<file path="src/shared/tppc_pkg.sv">
// package for the two-phase pulse counter: register map, fields, resets
package tppc_pkg;
    localparam int ADDR_W = 4;
    localparam logic [3:0] OFF_CTRL = 4'h0;
    localparam logic [3:0] OFF_VALUE = 4'h4;
    localparam logic [3:0] OFF_STATUS = 4'h8;
    localparam logic [3:0] OFF_MASK = 4'hC;
    localparam int CTRL_RUN_BIT = 0;
    localparam int CTRL_RELOAD_BIT = 1;
    localparam int CTRL_QUAD_BIT = 2;
    localparam int CTRL_ZRST_BIT = 3;
    localparam int STAT_OVF_BIT = 0;
    localparam int STAT_UNF_BIT = 1;
    localparam logic [3:0] CTRL_RESET = 4'h0;
    localparam logic [15:0] VALUE_RESET = 16'h0000;
    localparam logic [15:0] VALUE_MAX = 16'hFFFF;
    localparam logic [1:0] IRQ_RESET = 2'h0;
    typedef struct packed {
        logic run;
        logic reload;
        logic quad;
        logic zrst;
    } tppc_ctrl_t;
    typedef struct packed {
        logic a;
        logic b;
        logic z;
    } tppc_pins_t;
    typedef enum logic [1:0] {
        TPPC_HOLD,
        TPPC_UP,
        TPPC_DOWN
    } tppc_step_t;
endpackage
</file>
<file path="src/logic/tppc_counter.sv">
// two-phase pulse counter with wishbone registers and interrupt
//
// Design decisions made here: the address map and the Wishbone register port.
`timescale 1ns/1ps
module tppc_counter (
    // clock and reset
    input wire logic sys_clk,
    input wire logic reset,
    // wishbone slave
    input wire logic wb_cyc_i,
    input wire logic wb_stb_i,
    input wire logic wb_we_i,
    input wire logic [3:0] wb_adr_i,
    input wire logic [3:0] wb_sel_i,
    input wire logic [31:0] wb_dat_i,
    output logic [31:0] wb_dat_o,
    output logic wb_ack_o,
    // encoder pins
    input wire logic phase_a_input,
    input wire logic phase_b_input,
    input wire logic z_phase_input,
    // interrupt
    output logic irq
);
    tppc_pkg::tppc_ctrl_t ctrl;
    tppc_pkg::tppc_pins_t pins;
    tppc_pkg::tppc_step_t step;
    logic z_pulse;
    logic [15:0] count;
    logic [15:0] reload_value;
    logic [1:0] status;
    logic [1:0] mask;
    logic wr_strobe;
    logic rd_strobe;
    logic wr_ctrl;
    logic wr_value;
    logic wr_status;
    logic wr_mask;
    logic lo_lanes;
    logic counting;
    logic ovf;
    logic unf;
    logic [31:0] next_rdata;

    assign pins = '{a: phase_a_input, b: phase_b_input, z: z_phase_input};

    tppc_decoder u_decoder (
        .sys_clk(sys_clk),
        .reset(reset),
        .pins(pins),
        .quad(ctrl.quad),
        .step(step),
        .z_pulse(z_pulse)
    );

    // one wait state: ack one edge after the request, then dropped
    assign wr_strobe = wb_cyc_i & wb_stb_i & wb_we_i & ~wb_ack_o;
    assign rd_strobe = wb_cyc_i & wb_stb_i & ~wb_we_i & ~wb_ack_o;
    assign lo_lanes = wb_sel_i[0];
    assign wr_ctrl = wr_strobe && wb_adr_i == tppc_pkg::OFF_CTRL && lo_lanes;
    assign wr_value = wr_strobe && wb_adr_i == tppc_pkg::OFF_VALUE;
    assign wr_status = wr_strobe && wb_adr_i == tppc_pkg::OFF_STATUS && lo_lanes;
    assign wr_mask = wr_strobe && wb_adr_i == tppc_pkg::OFF_MASK && lo_lanes;

    assign counting = ctrl.run;
    assign ovf = counting && step == tppc_pkg::TPPC_UP && count == tppc_pkg::VALUE_MAX;
    assign unf = counting && step == tppc_pkg::TPPC_DOWN && count == tppc_pkg::VALUE_RESET;

    always_ff @(posedge sys_clk) begin
        if (reset) begin
            wb_ack_o <= 1'b0;
        end else begin
            wb_ack_o <= wb_cyc_i & wb_stb_i & ~wb_ack_o;
        end
    end

    always_ff @(posedge sys_clk) begin
        if (reset) begin
            ctrl <= tppc_pkg::CTRL_RESET;
        end else if (wr_ctrl) begin
            ctrl.run <= wb_dat_i[tppc_pkg::CTRL_RUN_BIT];
            ctrl.reload <= wb_dat_i[tppc_pkg::CTRL_RELOAD_BIT];
            ctrl.quad <= wb_dat_i[tppc_pkg::CTRL_QUAD_BIT];
            ctrl.zrst <= wb_dat_i[tppc_pkg::CTRL_ZRST_BIT];
        end
    end

    // reload register: byte lanes 0 and 1 hold the 16-bit value
    always_ff @(posedge sys_clk) begin
        if (reset) begin
            reload_value <= tppc_pkg::VALUE_RESET;
        end else if (wr_value) begin
            if (wb_sel_i[0]) reload_value[7:0] <= wb_dat_i[7:0];
            if (wb_sel_i[1]) reload_value[15:8] <= wb_dat_i[15:8];
        end
    end

    // software load only while halted; running writes reach the count at a wrap, and only while reload is set
    always_ff @(posedge sys_clk) begin
        if (reset) begin
            count <= tppc_pkg::VALUE_RESET;
        end else if (wr_value && !counting) begin
            if (wb_sel_i[0]) count[7:0] <= wb_dat_i[7:0];
            if (wb_sel_i[1]) count[15:8] <= wb_dat_i[15:8];
        end else if (counting && ctrl.zrst && z_pulse) begin
            count <= tppc_pkg::VALUE_RESET;
        end else if ((ovf || unf) && ctrl.reload) begin
            count <= reload_value;
        end else if (counting && step == tppc_pkg::TPPC_UP) begin
            count <= count + 16'h0001;
        end else if (counting && step == tppc_pkg::TPPC_DOWN) begin
            count <= count - 16'h0001;
        end
    end

    // sticky events: a new event wins over a same-cycle clear
    always_ff @(posedge sys_clk) begin
        if (reset) begin
            status <= tppc_pkg::IRQ_RESET;
        end else begin
            status[tppc_pkg::STAT_OVF_BIT] <= ovf | (status[tppc_pkg::STAT_OVF_BIT]
                & ~(wr_status & wb_dat_i[tppc_pkg::STAT_OVF_BIT]));
            status[tppc_pkg::STAT_UNF_BIT] <= unf | (status[tppc_pkg::STAT_UNF_BIT]
                & ~(wr_status & wb_dat_i[tppc_pkg::STAT_UNF_BIT]));
        end
    end

    always_ff @(posedge sys_clk) begin
        if (reset) begin
            mask <= tppc_pkg::IRQ_RESET;
        end else if (wr_mask) begin
            mask <= wb_dat_i[1:0];
        end
    end

    // irq from a flop, so it follows status by one cycle
    always_ff @(posedge sys_clk) begin
        if (reset) begin
            irq <= 1'b0;
        end else begin
            irq <= |(status & mask);
        end
    end

    always_comb begin
        next_rdata = 32'h0000_0000;
        unique case (wb_adr_i)
            // struct packs run at its top bit, so place each field by name
            tppc_pkg::OFF_CTRL: begin
                next_rdata[tppc_pkg::CTRL_RUN_BIT] = ctrl.run;
                next_rdata[tppc_pkg::CTRL_RELOAD_BIT] = ctrl.reload;
                next_rdata[tppc_pkg::CTRL_QUAD_BIT] = ctrl.quad;
                next_rdata[tppc_pkg::CTRL_ZRST_BIT] = ctrl.zrst;
            end
            tppc_pkg::OFF_VALUE: next_rdata[15:0] = count;
            tppc_pkg::OFF_STATUS: next_rdata[1:0] = status;
            tppc_pkg::OFF_MASK: next_rdata[1:0] = mask;
            default: next_rdata = 32'h0000_0000;
        endcase
    end

    always_ff @(posedge sys_clk) begin
        if (reset) begin
            wb_dat_o <= 32'h0000_0000;
        end else if (rd_strobe) begin
            wb_dat_o <= next_rdata;
        end
    end
endmodule

</file>
<file path="src/logic/tppc_decoder.sv">
// phase edge decoder: turns sampled A/B levels into count steps
`timescale 1ns/1ps
module tppc_decoder (
    // clock and reset
    input wire logic sys_clk,
    input wire logic reset,
    // pins and mode
    input wire tppc_pkg::tppc_pins_t pins,
    input wire logic quad,
    // decoded
    output tppc_pkg::tppc_step_t step,
    output logic z_pulse
);
    logic prev_a;
    logic prev_b;
    logic prev_z;
    logic rise_a;
    logic fall_a;
    logic rise_b;
    logic fall_b;

    always_ff @(posedge sys_clk) begin
        if (reset) begin
            prev_a <= 1'b0;
            prev_b <= 1'b0;
            prev_z <= 1'b0;
        end else begin
            prev_a <= pins.a;
            prev_b <= pins.b;
            prev_z <= pins.z;
        end
    end

    assign rise_a = pins.a & ~prev_a;
    assign fall_a = ~pins.a & prev_a;
    assign rise_b = pins.b & ~prev_b;
    assign fall_b = ~pins.b & prev_b;
    assign z_pulse = pins.z & ~prev_z;

    always_comb begin
        step = tppc_pkg::TPPC_HOLD;
        if (!quad) begin
            // only A edges count, and only while B is high
            if (prev_b && pins.b && rise_a) step = tppc_pkg::TPPC_UP;
            else if (prev_b && pins.b && fall_a) step = tppc_pkg::TPPC_DOWN;
        end else if (rise_a ^ fall_a ^ rise_b ^ fall_b) begin
            // both phases moving in one sample is a glitch, so it is ignored
            if ((rise_a && pins.b) || (fall_a && !pins.b) || (rise_b && !pins.a)
                    || (fall_b && pins.a)) begin
                step = tppc_pkg::TPPC_UP;
            end else begin
                step = tppc_pkg::TPPC_DOWN;
            end
        end
    end
endmodule

</file>
<file path="config.mk">
export PLATFORM = sky130hd
export DESIGN_NAME = tppc_counter
export DESIGN_NICKNAME = d
export VERILOG_FILES = /design/src/shared/tppc_pkg.sv /design/src/logic/tppc_counter.sv /design/src/logic/tppc_decoder.sv
export SDC_FILE = /design/constraint.sdc
export NUM_CORES = 1
export LEC_CHECK = 0
export BUFFER_PORTS_ARGS = -buffer_cell sky130_fd_sc_hd__clkbuf_2
export CORE_MARGIN = 4
export CORE_UTILIZATION = 40
export DETAILED_ROUTE_END_ITERATION = 8
export SKIP_LAST_GASP = 1
export SYNTH_ARGS = -nofsm -noshare
export SYNTH_HDL_FRONTEND = slang
export SYNTH_SLANG_ARGS = --single-unit
</file>
<file path="constraint.sdc">
create_clock -name sys_clk -period 4.1 [get_ports sys_clk]
set_clock_uncertainty 0.1 [all_clocks]
set_input_delay 0.41 -clock sys_clk [delete_from_list [all_inputs] [get_ports sys_clk]]
set_output_delay 0.41 -clock sys_clk [all_outputs]
set_load 0.03 [all_outputs]
</file>
==> impl_results.html <==
<table>
<tr><th>Metric</th><th>Value</th></tr>
<tr><th colspan="2">Die</th></tr>
<tr><td>Std cell rows</td><td>35</td></tr>
<tr><td>Top-Level Pins</td><td>82</td></tr>
<tr><td>Vert. Die Dim</td><td>104.7 um</td></tr>
<tr><td>Starting utilization of the core area</td><td>0.4089</td></tr>
<tr><td>Core area</td><td>9153 um^2</td></tr>
<tr><td>Horizontal die dimension</td><td>104.7 um</td></tr>
<tr><td>Floorplan die area</td><td>10970 um^2</td></tr>
<tr><th colspan="2">Synthesis</th></tr>
<tr><td>EDFF count, synth</td><td>0</td></tr>
<tr><td>Number of synthesized register bits</td><td>61</td></tr>
<tr><td>Proportion of netlist area held by the largest area contributor</td><td>0.3263</td></tr>
<tr><td>Area contributors post-synth</td><td>sky130_fd_sc_hd__dfxtp_1 (33%), sky130_fd_sc_hd__ha_1 (5.7%), sky130_fd_sc_hd__nor2_1 (4.9%)</td></tr>
<tr><td>Count of mapped cells out of synthesis</td><td>456</td></tr>
<tr><td>Most used DFF post-synth</td><td>sky130_fd_sc_hd__dfxtp_1</td></tr>
<tr><td>Count of yosys warnings during synthesis</td><td>0</td></tr>
<tr><td>Average instance area after synthesis</td><td>8.207 um^2</td></tr>
<tr><td>Post-synthesis instance area</td><td>3742 um^2</td></tr>
<tr><td>Share of synthesized flip-flops with an asynchronous set or reset</td><td>0</td></tr>
<tr><td>Sequential share of the synthesized area</td><td>0.3263</td></tr>
<tr><td>Number of unique standard cell types used by synthesis</td><td>63</td></tr>
<tr><td>Post-synth top area cell</td><td>sky130_fd_sc_hd__dfxtp_1</td></tr>
<tr><th colspan="2">Power and ir drop</th></tr>
<tr><td>Cell Int Power</td><td>0.9454 mW</td></tr>
<tr><td>Total power of the final layout</td><td>1.267 mW</td></tr>
<tr><td>Switching Fraction</td><td>0.2536</td></tr>
<tr><td>Proportion of power drawn by flip-flops and latches</td><td>0.474</td></tr>
<tr><td>Leakage power figure</td><td>1.649 nW</td></tr>
<tr><td>Relative contribution of combinational cells to total power</td><td>0.095</td></tr>
<tr><td>Fraction of power consumed by the clock network</td><td>0.431</td></tr>
<tr><td>Power per cell area</td><td>301.1 nW/um^2</td></tr>
<tr><td>Worst voltage drop across the vdd grid</td><td>0.1679 mV</td></tr>
<tr><td>Power spent charging and discharging nets</td><td>0.3213 mW</td></tr>
<tr><th colspan="2">GRT</th></tr>
<tr><td>Global-route usage over all layers</td><td>0.1799</td></tr>
<tr><td>Largest net degree at the start of global routing</td><td>32</td></tr>
<tr><td>Antenna violations before repair</td><td>0</td></tr>
<tr><td>Global-route wire length before repair</td><td>16.25 mm</td></tr>
<tr><td>Global route overflow</td><td>0</td></tr>
<tr><td>Vias in the first global route</td><td>3190</td></tr>
<tr><th colspan="2">Place</th></tr>
<tr><td>Placed wire-length estimate after detailed placement</td><td>7.283 mm</td></tr>
<tr><td>Routability-driven placement congestion ratio</td><td>0.8452</td></tr>
<tr><td>Pre-CTS setup slack</td><td>0.3084 ns</td></tr>
<tr><td>Number of instances in the placed design</td><td>599</td></tr>
<tr><td>Post-placement cell area</td><td>4008 um^2</td></tr>
<tr><td>Input/output buffers</td><td>47</td></tr>
<tr><th colspan="2">Worst setup path</th></tr>
<tr><td>Cell with the biggest individual delay on the critical path</td><td>sky130_fd_sc_hd__o21ai_0</td></tr>
<tr><td>Cell-by-cell listing of the critical path</td><td>inv_1, ha_1, o311a_1, o211ai_2, buf_4, ha_1, a211o_1, o21ai_0, a21oi_1, xnor2_1, o211ai_1, a311oi_1</td></tr>
<tr><td>Category of the worst setup path launch point</td><td>flop</td></tr>
<tr><td>WP data required</td><td>4.24 ns</td></tr>
<tr><td>Worst Path Buf+Inv</td><td>2</td></tr>
<tr><td>Crit-path leading delay family</td><td>compound AO/OA/AOI/OAI gates</td></tr>
<tr><td>Critical path capture point type</td><td>flop</td></tr>
<tr><td>Top cell by count, worst path</td><td>sky130_fd_sc_hd__ha_1</td></tr>
<tr><td>Maximum cell stage delay along the critical path</td><td>0.40 ns</td></tr>
<tr><td>WS Path Type</td><td>flop to flop</td></tr>
<tr><td>Largest driver fanout on the critical path</td><td>8</td></tr>
<tr><td>Data arrival time of the worst path</td><td>3.64 ns</td></tr>
<tr><th colspan="2">Clocking</th></tr>
<tr><td>Buffer cell driving the clock tree root</td><td>sky130_fd_sc_hd__clkbuf_8</td></tr>
<tr><td>Maximum root-to-sink buffer count</td><td>2</td></tr>
<tr><td>Clock buffer count from CTS</td><td>9</td></tr>
<tr><td>Clock tree from TritonCTS</td><td>done</td></tr>
<tr><td>Clock Sink Count</td><td>61</td></tr>
<tr><td>Clock transition at the registers of the reported paths</td><td>0.07 ns</td></tr>
<tr><td>Number of hold buffers added after CTS</td><td>0</td></tr>
<tr><td>Number of gates resized after CTS</td><td>0</td></tr>
<tr><td>CTS H-tree lvls</td><td>3</td></tr>
<tr><td>Post-CTS setup buffers</td><td>0</td></tr>
<tr><td>Source-to-sink clock delay at the later pin of the worst-skew pair</td><td>0.34 ns</td></tr>
<tr><th colspan="2">Cells and area</th></tr>
<tr><td>Share of final-layout standard cells stronger than drive strength 1</td><td>0.1670</td></tr>
<tr><td>Multi-input combinational cell area</td><td>2307 um^2</td></tr>
<tr><td>Antenna Diode Count</td><td>0</td></tr>
<tr><td>Non-filler instance count after layout</td><td>614</td></tr>
<tr><td>Fraction of the core area covered by cells at the end of the flow</td><td>0.4596</td></tr>
<tr><td>FF+latch area</td><td>1221 um^2</td></tr>
<tr><td>Fin area</td><td>4207 um^2</td></tr>
<tr><td>Filler cells</td><td>895</td></tr>
<tr><td>Layout area overhead</td><td>12.40%</td></tr>
<tr><td>Final-stage net count</td><td>565</td></tr>
<tr><th colspan="2">Drt</th></tr>
<tr><td>Vias per cell</td><td>5.741</td></tr>
<tr><td>Total Routed Length</td><td>9.894 mm</td></tr>
<tr><td>Router iterations before antenna repair</td><td>5</td></tr>
<tr><td>Total via count in the routed design</td><td>3525</td></tr>
<tr><td>Number of nets with antenna violations after routing</td><td>0</td></tr>
<tr><td>Total DRC errors in the routed layout</td><td>0</td></tr>
<tr><td>Violation count after the first detailed-routing iteration</td><td>199</td></tr>
<tr><td>DR WL/cell</td><td>16.11 um</td></tr>
<tr><th colspan="2">STA</th></tr>
<tr><td>Fin crit share</td><td>0.8543</td></tr>
<tr><td>Top achievable clock speed</td><td>0.2855 GHz</td></tr>
<tr><td>Fin. max-slew vios</td><td>0</td></tr>
<tr><td>Number of hold-slack violations in the final timing report</td><td>0</td></tr>
<tr><td>Crit path setup slack, layout</td><td>0.5972 ns</td></tr>
<tr><td>Final Hold Slack</td><td>0.2122 ns</td></tr>
<tr><td>Setup repair after global routing missed its margin</td><td>no</td></tr>
<tr><td>Worst slew margin</td><td>0.3876</td></tr>
<tr><td>Min Clock Period, post-route</td><td>3.503 ns</td></tr>
<tr><td># setup viols final</td><td>0</td></tr>
<tr><td>Total Negative Setup Slacks</td><td>0 ns</td></tr>
<tr><td>Worst Tran Pin Value</td><td>0.9116 ns</td></tr>
<tr><th colspan="2">Status</th></tr>
<tr><td>Outcome</td><td>complete, no violations</td></tr>
<tr><th colspan="2">Min path</th></tr>
<tr><td>HP Class</td><td>input pin to flop</td></tr>
<tr><th colspan="2">Run</th></tr>
<tr><td>Max-cap violations</td><td>0</td></tr>
</table>
==> tightest hold or removal path: stages <==
cell and delay (ns):
sky130_fd_sc_hd__clkbuf_2 0.09, sky130_fd_sc_hd__nand3_1 0.06, sky130_fd_sc_hd__a21oi_1 0.05
==> final timing paths <==
check	start	end	slack (ns)	depth (start not counted)
max	u_decoder.prev_a$_SDFF_PP0_	count[15]$_SDFFE_PP0P_	0.60	12
min	wb_dat_i[11]	reload_value[11]$_SDFFE_PP0P_	0.21	3
max reg2reg	u_decoder.prev_a$_SDFF_PP0_	count[15]$_SDFFE_PP0P_	0.60	12
min reg2reg	reload_value[0]$_SDFFE_PP0P_	reload_value[0]$_SDFFE_PP0P_	0.36	2
==> Yosys cell counts (8+ instances only) <==
cell,n
sky130_fd_sc_hd__a21oi_1,34
sky130_fd_sc_hd__a22oi_1,15
sky130_fd_sc_hd__a311oi_1,14
sky130_fd_sc_hd__buf_4,17
sky130_fd_sc_hd__clkbuf_1,15
sky130_fd_sc_hd__dfxtp_1,61
sky130_fd_sc_hd__ha_1,17
sky130_fd_sc_hd__inv_1,12
sky130_fd_sc_hd__mux2i_1,8
sky130_fd_sc_hd__nand2_1,40
sky130_fd_sc_hd__nand3_1,23
sky130_fd_sc_hd__nor2_1,49
sky130_fd_sc_hd__nor3_1,8
sky130_fd_sc_hd__nor4_1,8
sky130_fd_sc_hd__o211ai_1,9
sky130_fd_sc_hd__o21ai_0,28
sky130_fd_sc_hd__xnor2_1,8
==> flip-flops by register name, indices dropped and copies added, names as in the netlist <==
signal            cells
status                2
wb_ack_o              1
mask                  2
u_decoder.prev_b      1
u_decoder.prev_a      1
u_decoder.prev_z      1
wb_dat_o             16
counting              1
reload_value         16
irq                   1
ctrl                  3
count                16
==> power by group through the flow <==
| stage | Combinational [mW] | Sequential, mW | Clock, mW |
|---|---|---|---|
| after global routing | 0.132 | 0.600 | 0.581 |
| after global placement | 0.118 | 0.613 | 0 |
| after CTS | 0.120 | 0.600 | 0.554 |
| final | 0.120 | 0.600 | 0.546 |
| after detailed placement | 0.119 | 0.614 | 0 |
| after floorplan | 0.0982 | 0.612 | 0 |
==> cell families (layout without fill, tap and decap cells) <==
group	after synthesis	after routing	synth area share
other cells	1	16	0.001002
flops	61	61	0.3263
fa+ha+maj	18	18	0.06219
xor+xnor	12	12	0.03210
simple gates	170	170	0.2277
compound gates	133	133	0.2421
buf+inv	50	82	0.07221
mux	11	11	0.03644
==> cells in the final DEF (no fill, tap or decap), types with 12 or more instances in the layout <==
| cell type | n |
|---|---|
| sky130_fd_sc_hd__nor2_1 | 49 |
| sky130_fd_sc_hd__conb_1 | 16 |
| sky130_fd_sc_hd__inv_1 | 12 |
| sky130_fd_sc_hd__ha_1 | 17 |
| sky130_fd_sc_hd__a311oi_1 | 14 |
| sky130_fd_sc_hd__dfxtp_1 | 61 |
| sky130_fd_sc_hd__nand3_1 | 23 |
| sky130_fd_sc_hd__a21oi_1 | 34 |
| sky130_fd_sc_hd__o21ai_0 | 28 |
| sky130_fd_sc_hd__clkbuf_2 | 47 |
| sky130_fd_sc_hd__a22oi_1 | 15 |
| sky130_fd_sc_hd__nand2_1 | 40 |
==> area by class of cell <==
type | count | share of cell area
Clock inverter | 4 | 0.01130
Inverter | 12 | 0.01071
Multi-Input combinational cell | 360 | 0.5485
Clock buffer | 11 | 0.03599
Sequential cell | 61 | 0.2903
Timing Repair Buffer | 55 | 0.07020
Tap cell | 111 | 0.03302
==> per-layer routing <==
| metal | part of all wire | up-vias | global-route usage | wire length, um |
|---|---|---|---|---|
| li1 | - | 1750 | - | - |
| met1 | 0.50 | 1668 | 0.2566 | 4906 |
| met2 | 0.44 | 96 | 0.2759 | 4378 |
| met3 | 0.042 | 11 | 0.02409 | 419 |
| met4 | 0.019 | 0 | 0.06748 | 190 |
| met5 | 0 | - | 0 | 0 |
Power figures use the tool's default switching activity.
